$ cat src/pkg/alu_exec_pkg.sv
// package: opcodes, field layout, status bits, register map
package alu_exec_pkg;
  // instruction field layout
  localparam int OP_HI = 13;
  localparam int OP_LO = 8;
  localparam int DEST_BIT = 7;
  localparam int FADDR_HI = 6;
  localparam int LIT_HI = 7;
  // opcode patterns (upper six bits)
  localparam logic [5:0] OPC_ADD_IMM = 6'h3E; // 11 111x
  localparam logic [5:0] OPC_SUB_IMM = 6'h3C; // 11 110x
  localparam logic [5:0] OPC_AND_IMM = 6'h39; // 11 1001
  localparam logic [5:0] OPC_ADD_MEM = 6'h07; // 00 0111
  localparam logic [5:0] OPC_AND_MEM = 6'h05; // 00 0101
  localparam logic [13:0] INSN_SLEEP = 14'h0063;
  // status bit positions
  localparam int ST_CARRY = 0;
  localparam int ST_NIBBLE = 1;
  localparam int ST_ZERO = 2;
  localparam int ST_SLEEP = 3;
  localparam int ST_WDOG = 4;
  localparam logic [4:0] STATUS_RST = 5'h18;
  // wishbone register byte offsets
  localparam logic [7:0] REG_INSN = 8'h00;
  localparam logic [7:0] REG_ACC = 8'h04;
  localparam logic [7:0] REG_STATUS = 8'h08;
  localparam logic [7:0] REG_CTRL = 8'h0C;
  localparam logic [7:0] REG_WDOG = 8'h10;
  localparam logic [7:0] REG_FILE = 8'h80;
  localparam int WDOG_W = 8;
  localparam int PRESC_W = 8;
  localparam logic [7:0] WDOG_CLR = 8'h00;
  typedef enum logic [2:0] {
    OP_NONE, OP_ADD_IMM, OP_SUB_IMM, OP_AND_IMM, OP_ADD_MEM, OP_AND_MEM,
    OP_SLEEP
  } op_t;
endpackage

$ cat src/core/alu_exec.sv
// four-phase execute core for add/and/subtract and power-down
// ============================================================
// Behaviour
// - add immediate: literal plus accumulator into accumulator, sets C DC Z
// - add memory: accumulator plus register, sets C DC Z
// - and immediate: accumulator AND literal into accumulator, Z only
// - and memory: accumulator AND register, Z only
// - memory ops: dest bit 0 to accumulator, 1 to register
// - subtract from immediate: literal minus accumulator into accumulator
// - subtract: carry set when no borrow, zero only on zero result
// - power-down clears sleep flag, sets watchdog expiry flag
// - power-down clears watchdog counter and prescaler
// - power-down idles phases two, three; halts in phase four
// - one word, one cycle of four phases: decode, read, process, write
//
// The Wishbone slave port and the placing of the registers were chosen for this implementation.
`timescale 1ns/10ps
module alu_exec
  import alu_exec_pkg::*;
(
  input wire logic clk_i,
  input wire logic rst_i,
  input wire logic cyc_i,
  input wire logic stb_i,
  input wire logic we_i,
  input wire logic [7:0] adr_i,
  input wire logic [3:0] sel_i,
  input wire logic [31:0] dat_i,
  output logic [31:0] dat_o,
  output logic ack_o,
  input wire logic wake_i,
  output logic halted_o,
  output logic osc_stop_o
);
  // ============================================================
  // phase machine
  typedef enum logic [2:0] {IDLE, PH1, PH2, PH3, PH4, HALT} phase_t;
  phase_t ph_r;
  logic [13:0] insn_r;
  logic [7:0] acc_r;
  logic [4:0] status_r;
  logic [WDOG_W-1:0] wdog_r;
  logic [PRESC_W-1:0] presc_r;
  logic [7:0] opnd_r;
  logic [7:0] res_r;
  logic carry_r, nibble_r, arith_r;
  op_t op_r;
  op_t dec_op;
  logic [7:0] alu_res;
  logic alu_c, alu_dc, alu_ar;
  logic wake_s1_r, wake_s2_r;
  logic [7:0] mem_rdata;
  logic mem_we;
  logic [6:0] mem_waddr, mem_raddr;
  logic [7:0] mem_wdata;
  logic bus_req, bus_wr, ack_r, busy;
  logic go;
  logic sleep_now;
  logic file_rd, file_wait_r;
  logic [31:0] rd_word;

  assign busy = (ph_r != IDLE) && (ph_r != HALT);
  assign bus_req = cyc_i && stb_i && !ack_r;
  assign bus_wr = bus_req && we_i && sel_i[0];
  assign go = bus_wr && adr_i == REG_INSN && ph_r == IDLE;
  // phase four of a power-down: status, watchdog and prescaler move
  assign sleep_now = ph_r == PH4 && op_r == OP_SLEEP;

  // ============================================================
  // decode
  // power-down is matched as a whole word before the opcode patterns
  always_comb begin
    if (insn_r == INSN_SLEEP) begin
      dec_op = OP_SLEEP;
    end else if (insn_r[OP_HI:OP_LO+1] == OPC_ADD_IMM[5:1]) begin
      dec_op = OP_ADD_IMM;
    end else if (insn_r[OP_HI:OP_LO+1] == OPC_SUB_IMM[5:1]) begin
      dec_op = OP_SUB_IMM;
    end else if (insn_r[OP_HI:OP_LO] == OPC_AND_IMM) begin
      dec_op = OP_AND_IMM;
    end else if (insn_r[OP_HI:OP_LO] == OPC_ADD_MEM) begin
      dec_op = OP_ADD_MEM;
    end else if (insn_r[OP_HI:OP_LO] == OPC_AND_MEM) begin
      dec_op = OP_AND_MEM;
    end else begin
      dec_op = OP_NONE;
    end
  end

  // ============================================================
  // sleep wake synchroniser
  // wake is a pin: only the second flop feeds the phase machine
  always_ff @(posedge clk_i) begin
    if (rst_i) begin
      wake_s1_r <= 1'b0;
      wake_s2_r <= 1'b0;
    end else begin
      wake_s1_r <= wake_i;
      wake_s2_r <= wake_s1_r;
    end
  end

  always_ff @(posedge clk_i) begin
    if (rst_i) begin
      ph_r <= IDLE;
    end else begin
      unique case (ph_r)
        IDLE: if (go) ph_r <= PH1;
        PH1: ph_r <= PH2;
        PH2: ph_r <= PH3;
        PH3: ph_r <= PH4;
        PH4: ph_r <= (op_r == OP_SLEEP) ? HALT : IDLE;
        HALT: if (wake_s2_r) ph_r <= IDLE;
      endcase
    end
  end

  always_ff @(posedge clk_i) begin
    if (rst_i) begin
      insn_r <= 14'h0000;
    end else if (go) begin
      insn_r <= dat_i[13:0];
    end
  end

  always_ff @(posedge clk_i) begin
    if (rst_i) begin
      op_r <= OP_NONE;
    end else if (ph_r == PH1) begin
      op_r <= dec_op;
    end
  end

  // phase two: operand read (literal or file register)
  // the file port follows the instruction from phase one on, so its
  // registered byte is ready in phase two; a bus read of the file
  // during execution therefore returns that byte, not the one addressed
  assign mem_raddr = insn_r[FADDR_HI:0];
  always_ff @(posedge clk_i) begin
    if (rst_i) begin
      opnd_r <= 8'h00;
    end else if (ph_r == PH2) begin
      opnd_r <= (op_r == OP_ADD_MEM || op_r == OP_AND_MEM) ?
                mem_rdata : insn_r[LIT_HI:0];
    end
  end

  alu_unit u_alu (
    .op_i(op_r),
    .acc_i(acc_r),
    .opnd_i(opnd_r),
    .res_o(alu_res),
    .carry_o(alu_c),
    .nibble_o(alu_dc),
    .arith_o(alu_ar)
  );

  // phase three: process; result held for the write phase
  always_ff @(posedge clk_i) begin
    if (rst_i) begin
      res_r <= 8'h00;
      carry_r <= 1'b0;
      nibble_r <= 1'b0;
      arith_r <= 1'b0;
    end else if (ph_r == PH3 && op_r != OP_SLEEP) begin
      res_r <= alu_res;
      carry_r <= alu_c;
      nibble_r <= alu_dc;
      arith_r <= alu_ar;
    end
  end

  // ============================================================
  // phase four: write back
  logic wb_now, to_file;
  assign wb_now = ph_r == PH4 && op_r != OP_NONE && op_r != OP_SLEEP;
  assign to_file = (op_r == OP_ADD_MEM || op_r == OP_AND_MEM) &&
                   insn_r[DEST_BIT];

  always_ff @(posedge clk_i) begin
    if (rst_i) begin
      acc_r <= 8'h00;
    end else if (wb_now && !to_file) begin
      acc_r <= res_r;
    end else if (bus_wr && adr_i == REG_ACC && !busy) begin
      // refused while a cycle is in flight, so software never races it
      acc_r <= dat_i[7:0];
    end
  end

  // file writes: execution has priority; bus writes only when idle or halted
  always_comb begin
    mem_we = 1'b0;
    mem_waddr = insn_r[FADDR_HI:0];
    mem_wdata = res_r;
    if (wb_now && to_file) begin
      mem_we = 1'b1;
    end else if (bus_wr && adr_i[7] && !busy) begin
      mem_we = 1'b1;
      mem_waddr = adr_i[6:0];
      mem_wdata = dat_i[7:0];
    end
  end

  data_file u_file (
    .clk_i(clk_i),
    .we_i(mem_we),
    .waddr_i(mem_waddr),
    .wdata_i(mem_wdata),
    .raddr_i(busy ? mem_raddr : adr_i[6:0]),
    .rdata_o(mem_rdata)
  );

  always_ff @(posedge clk_i) begin
    if (rst_i) begin
      status_r <= STATUS_RST;
    end else if (sleep_now) begin
      status_r[ST_SLEEP] <= 1'b0;
      status_r[ST_WDOG] <= 1'b1;
    end else if (wb_now) begin
      status_r[ST_ZERO] <= res_r == 8'h00;
      if (arith_r) begin
        status_r[ST_CARRY] <= carry_r;
        status_r[ST_NIBBLE] <= nibble_r;
      end
    end else if (bus_wr && adr_i == REG_STATUS && !busy) begin
      status_r[2:0] <= dat_i[2:0];
    end
  end

  // watchdog prescaler, ticking while not halted
  always_ff @(posedge clk_i) begin
    if (rst_i) begin
      presc_r <= '0;
    end else if (sleep_now) begin
      presc_r <= '0;
    end else if (ph_r != HALT) begin
      presc_r <= presc_r + 1'b1;
    end
  end

  // watchdog counter steps only on prescaler wrap, frozen in halt
  always_ff @(posedge clk_i) begin
    if (rst_i) begin
      wdog_r <= WDOG_CLR;
    end else if (sleep_now) begin
      wdog_r <= WDOG_CLR;
    end else if (ph_r != HALT && &presc_r) begin
      wdog_r <= wdog_r + 1'b1;
    end
  end

  assign halted_o = ph_r == HALT;
  assign osc_stop_o = ph_r == HALT;

  // ============================================================
  // wishbone slave: registers answer one cycle after the request is
  // taken, file reads two, since the file byte sits behind its own
  // register and read data must stand with ack
  assign file_rd = bus_req && !we_i && adr_i[7];

  always_ff @(posedge clk_i) begin
    if (rst_i) begin
      file_wait_r <= 1'b0;
    end else begin
      file_wait_r <= file_rd && !file_wait_r;
    end
  end

  // ack drops by itself the cycle after it is given
  always_ff @(posedge clk_i) begin
    if (rst_i) begin
      ack_r <= 1'b0;
    end else begin
      ack_r <= bus_req && !(file_rd && !file_wait_r);
    end
  end
  assign ack_o = ack_r;

  always_comb begin
    rd_word = 32'h0000_0000;
    if (adr_i[7]) begin
      rd_word = {24'h0, mem_rdata};
    end else begin
      unique case (adr_i)
        REG_INSN: rd_word = {18'h0, insn_r};
        REG_ACC: rd_word = {24'h0, acc_r};
        REG_STATUS: rd_word = {27'h0, status_r};
        REG_CTRL: rd_word = {29'h0, ph_r};
        REG_WDOG: rd_word = {16'h0, presc_r, wdog_r};
        default: rd_word = 32'h0000_0000;
      endcase
    end
  end

  // registered on the edge that raises ack, so it stands with ack
  always_ff @(posedge clk_i) begin
    if (rst_i) begin
      dat_o <= 32'h0000_0000;
    end else if (bus_req && !we_i) begin
      dat_o <= rd_word;
    end
  end
endmodule

$ cat src/core/alu_unit.sv
// 8-bit add / subtract / and unit with carry and nibble carry
`timescale 1ns/10ps
module alu_unit
  import alu_exec_pkg::*;
(
  input wire op_t op_i,
  input wire logic [7:0] acc_i,
  input wire logic [7:0] opnd_i,
  output logic [7:0] res_o,
  output logic carry_o,
  output logic nibble_o,
  output logic arith_o
);
  logic [8:0] sum;
  logic [4:0] lo;

  always_comb begin
    sum = 9'h000;
    lo = 5'h00;
    res_o = 8'h00;
    carry_o = 1'b0;
    nibble_o = 1'b0;
    arith_o = 1'b0;
    unique case (op_i)
      OP_ADD_IMM, OP_ADD_MEM: begin
        sum = {1'b0, acc_i} + {1'b0, opnd_i};
        lo = {1'b0, acc_i[3:0]} + {1'b0, opnd_i[3:0]};
        res_o = sum[7:0];
        carry_o = sum[8];
        nibble_o = lo[4];
        arith_o = 1'b1;
      end
      OP_SUB_IMM: begin
        // literal minus accumulator, two's complement
        sum = {1'b0, opnd_i} + {1'b0, ~acc_i} + 9'h001;
        lo = {1'b0, opnd_i[3:0]} + {1'b0, ~acc_i[3:0]} + 5'h01;
        res_o = sum[7:0];
        carry_o = sum[8];
        nibble_o = lo[4];
        arith_o = 1'b1;
      end
      OP_AND_IMM, OP_AND_MEM: begin
        res_o = acc_i & opnd_i;
      end
      default: begin
        res_o = 8'h00;
      end
    endcase
  end
endmodule

$ cat src/core/data_file.sv
// data-memory register file, registered read port
`timescale 1ns/10ps
module data_file #(
  parameter int AW = 7,
  parameter int DW = 8
) (
  input wire logic clk_i,
  input wire logic we_i,
  input wire logic [AW-1:0] waddr_i,
  input wire logic [DW-1:0] wdata_i,
  input wire logic [AW-1:0] raddr_i,
  output logic [DW-1:0] rdata_o
);
  logic [DW-1:0] mem [2**AW];

  always_ff @(posedge clk_i) begin
    if (we_i) begin
      mem[waddr_i] <= wdata_i;
    end
  end

  always_ff @(posedge clk_i) begin
    rdata_o <= mem[raddr_i];
  end
endmodule

$ cat config.mk
export PLATFORM = sky130hd
export DESIGN_NAME = alu_exec
export DESIGN_NICKNAME = d
export VERILOG_FILES = /design/src/pkg/alu_exec_pkg.sv /design/src/core/alu_exec.sv /design/src/core/alu_unit.sv /design/src/core/data_file.sv
export SDC_FILE = /design/constraint.sdc
export NUM_CORES = 2
export LEC_CHECK = 0
export BUFFER_PORTS_ARGS = -buffer_cell sky130_fd_sc_hd__buf_2
export CAP_MARGIN = 20
export CORE_AREA = 3 3 435 437
export DETAILED_ROUTE_END_ITERATION = 10
export DIE_AREA = 0 0 438 440
export MAX_ROUTING_LAYER = met4
export PLACE_DENSITY = 0.48
export SLEW_MARGIN = 40
export SYNTH_ARGS = -nofsm -noshare
export SYNTH_HDL_FRONTEND = slang
export SYNTH_SLANG_ARGS = --single-unit
$ cat constraint.sdc
create_clock -name clk_i -period 5.8 [get_ports clk_i]
set_clock_uncertainty 0.1 [all_clocks]
set_input_delay 0.58 -clock clk_i [delete_from_list [all_inputs] [get_ports clk_i]]
set_output_delay 0.58 -clock clk_i [all_outputs]
set_load 0.02 [all_outputs]
==> results.json <==
{
  "drive_gt1_share_pct": 16.33,
  "chipHeight_um": 440,
  "seqPwrFrac_pct": 46.8,
  "finalWeightedCongestion": 0.8424,
  "cts_made_buffers": 116,
  "grt_pass1_wl_um": 195700,
  "wl_per_cell_um": 23.41,
  "dpl.cell_count": 5566,
  "fmax_ghz": 0.2067,
  "worst-r2r-cell-count": 9,
  "rows": 158,
  "crit_required_ns": 6.04,
  "pwr-share-comb_pct": 14.6,
  "start_util_pct": 24.95,
  "clkLatencyLatePin_ns": 0.73,
  "cp_max_fo": 35,
  "netSwitchingFraction_pct": 26.69,
  "cap_violations": 0,
  "leakagePower_nw": 17.23,
  "crit_end": "u_file.mem[67][1]$_DFFE_PP_",
  "path_class": "reg2reg",
  "cts_sinks": 1119,
  "final_cell_area_mm2": 0.05336,
  "syn_area_per_cell_um2": 14.55,
  "cts_max_path_buffers": 3,
  "status": "completed",
  "setup_violations": 0,
  "crit_arrival_ns": 5.08,
  "fin_crit_ns": 4.837,
  "worst_setup_path_start_kind": "flop",
  "fin_setup_tns_ns": 0,
  "die_area_mm2": 0.1927,
  "dpl_cell_area_mm2": 0.04950,
  "yosys_warnings": 0,
  "n_fill_cell": 18780,
  "hold_viol_final": 0,
  "synth-seq-area-share_pct": 70.57,
  "grt_usage_pct": 14.12,
  "regMostFlops": "u_file.mem",
  "cts_root_buf": "clkbuf_16",
  "p_int_w": 0.01387,
  "rsz0062_at_grt": "no",
  "htree_levels": 3,
  "r2r-end": "u_file.mem[67][1]$_DFFE_PP_",
  "layout.cells.non_filler": 5783,
  "final_cell_mix": "edfxtp_1, nand2_1, nor2_1",
  "die_w_um": 438,
  "area_growth_pct": 15.33,
  "grt-ovfl-total": 0,
  "startpoint": "ph_r[0]$_SDFFE_PP0P_",
  "post-dp-hpwl_um": 83740,
  "top_regs": "u_file.mem: 1024 flops, dat_o: 16 flops, insn_r: 14 flops",
  "antenna_left": 0,
  "cts_tree": "yes",
  "nNetsFinal": 3281,
  "route.vias.total": 27500,
  "r2r_slack_ns": 0.96,
  "clk_pin_slew_ns": 0.06,
  "io_buffers": 47,
  "grt_max_degree": 104,
  "viasPerCell": 4.755,
  "drc": 0,
  "p_total_w": 0.01892,
  "async_reset_ff_share_pct": 0,
  "core_area_mm2": 0.1854,
  "switching_power_w": 0.005049,
  "min_period_over_period_pct": 83.40,
  "power_density_mw_per_mm2": 354.5,
  "finalMaxSlewViolations": 0,
  "utilization_pct": 28.78,
  "largest_register_ffs": 1024,
  "synth_flop_cell": "edfxtp_1",
  "vdd_drop_max_uv": 263.7,
  "final_common_cell": "edfxtp_1",
  "r2r-start": "ph_r[0]$_SDFFE_PP0P_",
  "hold_path_class": "in2reg",
  "antenna_found_initial": 6,
  "syn-cell-area_mm2": 0.04627,
  "maxSlewHeadroom_pct": 42.53,
  "synth-edff-count": 1024,
  "p_clk_share_pct": 38.6,
  "wl_um": 135400,
  "synth.distinct_cells": 77,
  "crit_path_end_kind": "flop",
  "grt_pass1_vias": 27120,
  "drt_pass1_iterations": 5,
  "pin_count": 85,
  "synthCells": 3180,
  "ys_ff_latch": 1119,
  "first_iter_violations": 2329,
  "post_cts_resized": 0,
  "tightestPinTransition_ns": 0.8404
}
## worst max-delay path: stages (launching register included)
cell     delay [ns]
dfxtp_1        0.73
xor2_1         0.14
buf_4          0.23
nor2_2         0.48
nand3_1        0.16
buf_4          0.29
mux2i_1        0.56
nand2_1        0.23
or2_2          0.68
nor2_1         0.79
## worst min-delay path by stage
stage / cells after the start / from / to
floorplan: 1 / wake_s1_r$_SDFF_PP0_ / wake_s2_r$_SDFF_PP0_
global placement: 1 / wake_s1_r$_SDFF_PP0_ / wake_s2_r$_SDFF_PP0_
detailed placement: 1 / wake_s1_r$_SDFF_PP0_ / wake_s2_r$_SDFF_PP0_
CTS: 3 / stb_i / ack_o$_SDFF_PP0_
global route: 3 / dat_i[6] / insn_r[6]$_SDFFE_PP0P_
finish: 3 / dat_i[6] / insn_r[6]$_SDFFE_PP0P_
## power by group through the flow
stage / combinational, W / clock, W / sequential [W]
after floorplan: 0.00176 / 0 / 0.00896
after detailed placement: 0.00277 / 0 / 0.00902
final: 0.00276 / 0.00729 / 0.00886
after global placement: 0.00275 / 0 / 0.00902
after CTS: 0.00278 / 0.00747 / 0.00885
after global routing: 0.00295 / 0.00777 / 0.00885
## synth_stat cells (27+ instances only)
cell	number	area (µm²)
edfxtp_1	1024	30750
nand2_1	376	1411
nor2_1	228	855.8
a211oi_1	138	1036
clkbuf_1	135	506.7
and3_1	113	706.9
a21oi_1	106	530.5
dfxtp_1	95	1902
mux2i_1	91	910.9
mux4_2	77	1734
a22oi_1	63	473.0
a311oi_1	62	543.0
o21ai_0	60	300.3
a31oi_1	50	312.8
buf_2	50	250.2
mux2_2	50	563.0
nor3_1	42	210.2
a221oi_1	28	245.2
inv_1	27	101.4
## stage by stage
| step | worst slack, ns | hold slack (ns) |
|---|---|---|
| finish | 0.9627 | 0.08314 |
| global placement | 1.340 | 0.3317 |
| detailed placement | 1.190 | 0.3292 |
| CTS | 1.126 | 0.008852 |
| floorplan | 1.963 | 0.3138 |
| global route | 0.8393 | 0.06239 |
## logic make-up after synthesis
group	share of synthesized area, %
AO/OA/AOI/OAI	9.608
XOR/XNOR	0.3569
adder cells (fa/ha/maj)	0.5733
buffers and inverters	2.969
flip-flops	70.57
multiplexers	6.933
other	0.008104
AND/OR/NAND/NOR	8.986
## layer usage
metal  share of wire, %  wire [µm]  global-route usage [%]
met5                  0          0                       -
met3                5.6       7549                   1.812
met2                 47      63800                   22.04
met1                 45      60660                   19.16
met4                2.5       3358                   4.399
## layout make-up
type                    count  area [µm²]  area share [%]
clock buffers             143        3068           5.749
repair buffers            143        1164           2.180
diodes                      3       7.507         0.01407
inverters                  30       112.6          0.2110
multi-input cells        1801       12670           23.74
well taps                2480        3103           5.815
flip-flops and latches   1119       32650           61.18
clock inverters            64       589.3           1.104
## timing repair
action / 4_1_cts / 5_1_grt
setup buffers: 0 / 0
endpoints found under the hold margin: 6 / 0
hold buffers: 6 / 0
Note: power is estimated with default switching activity, not from simulation.
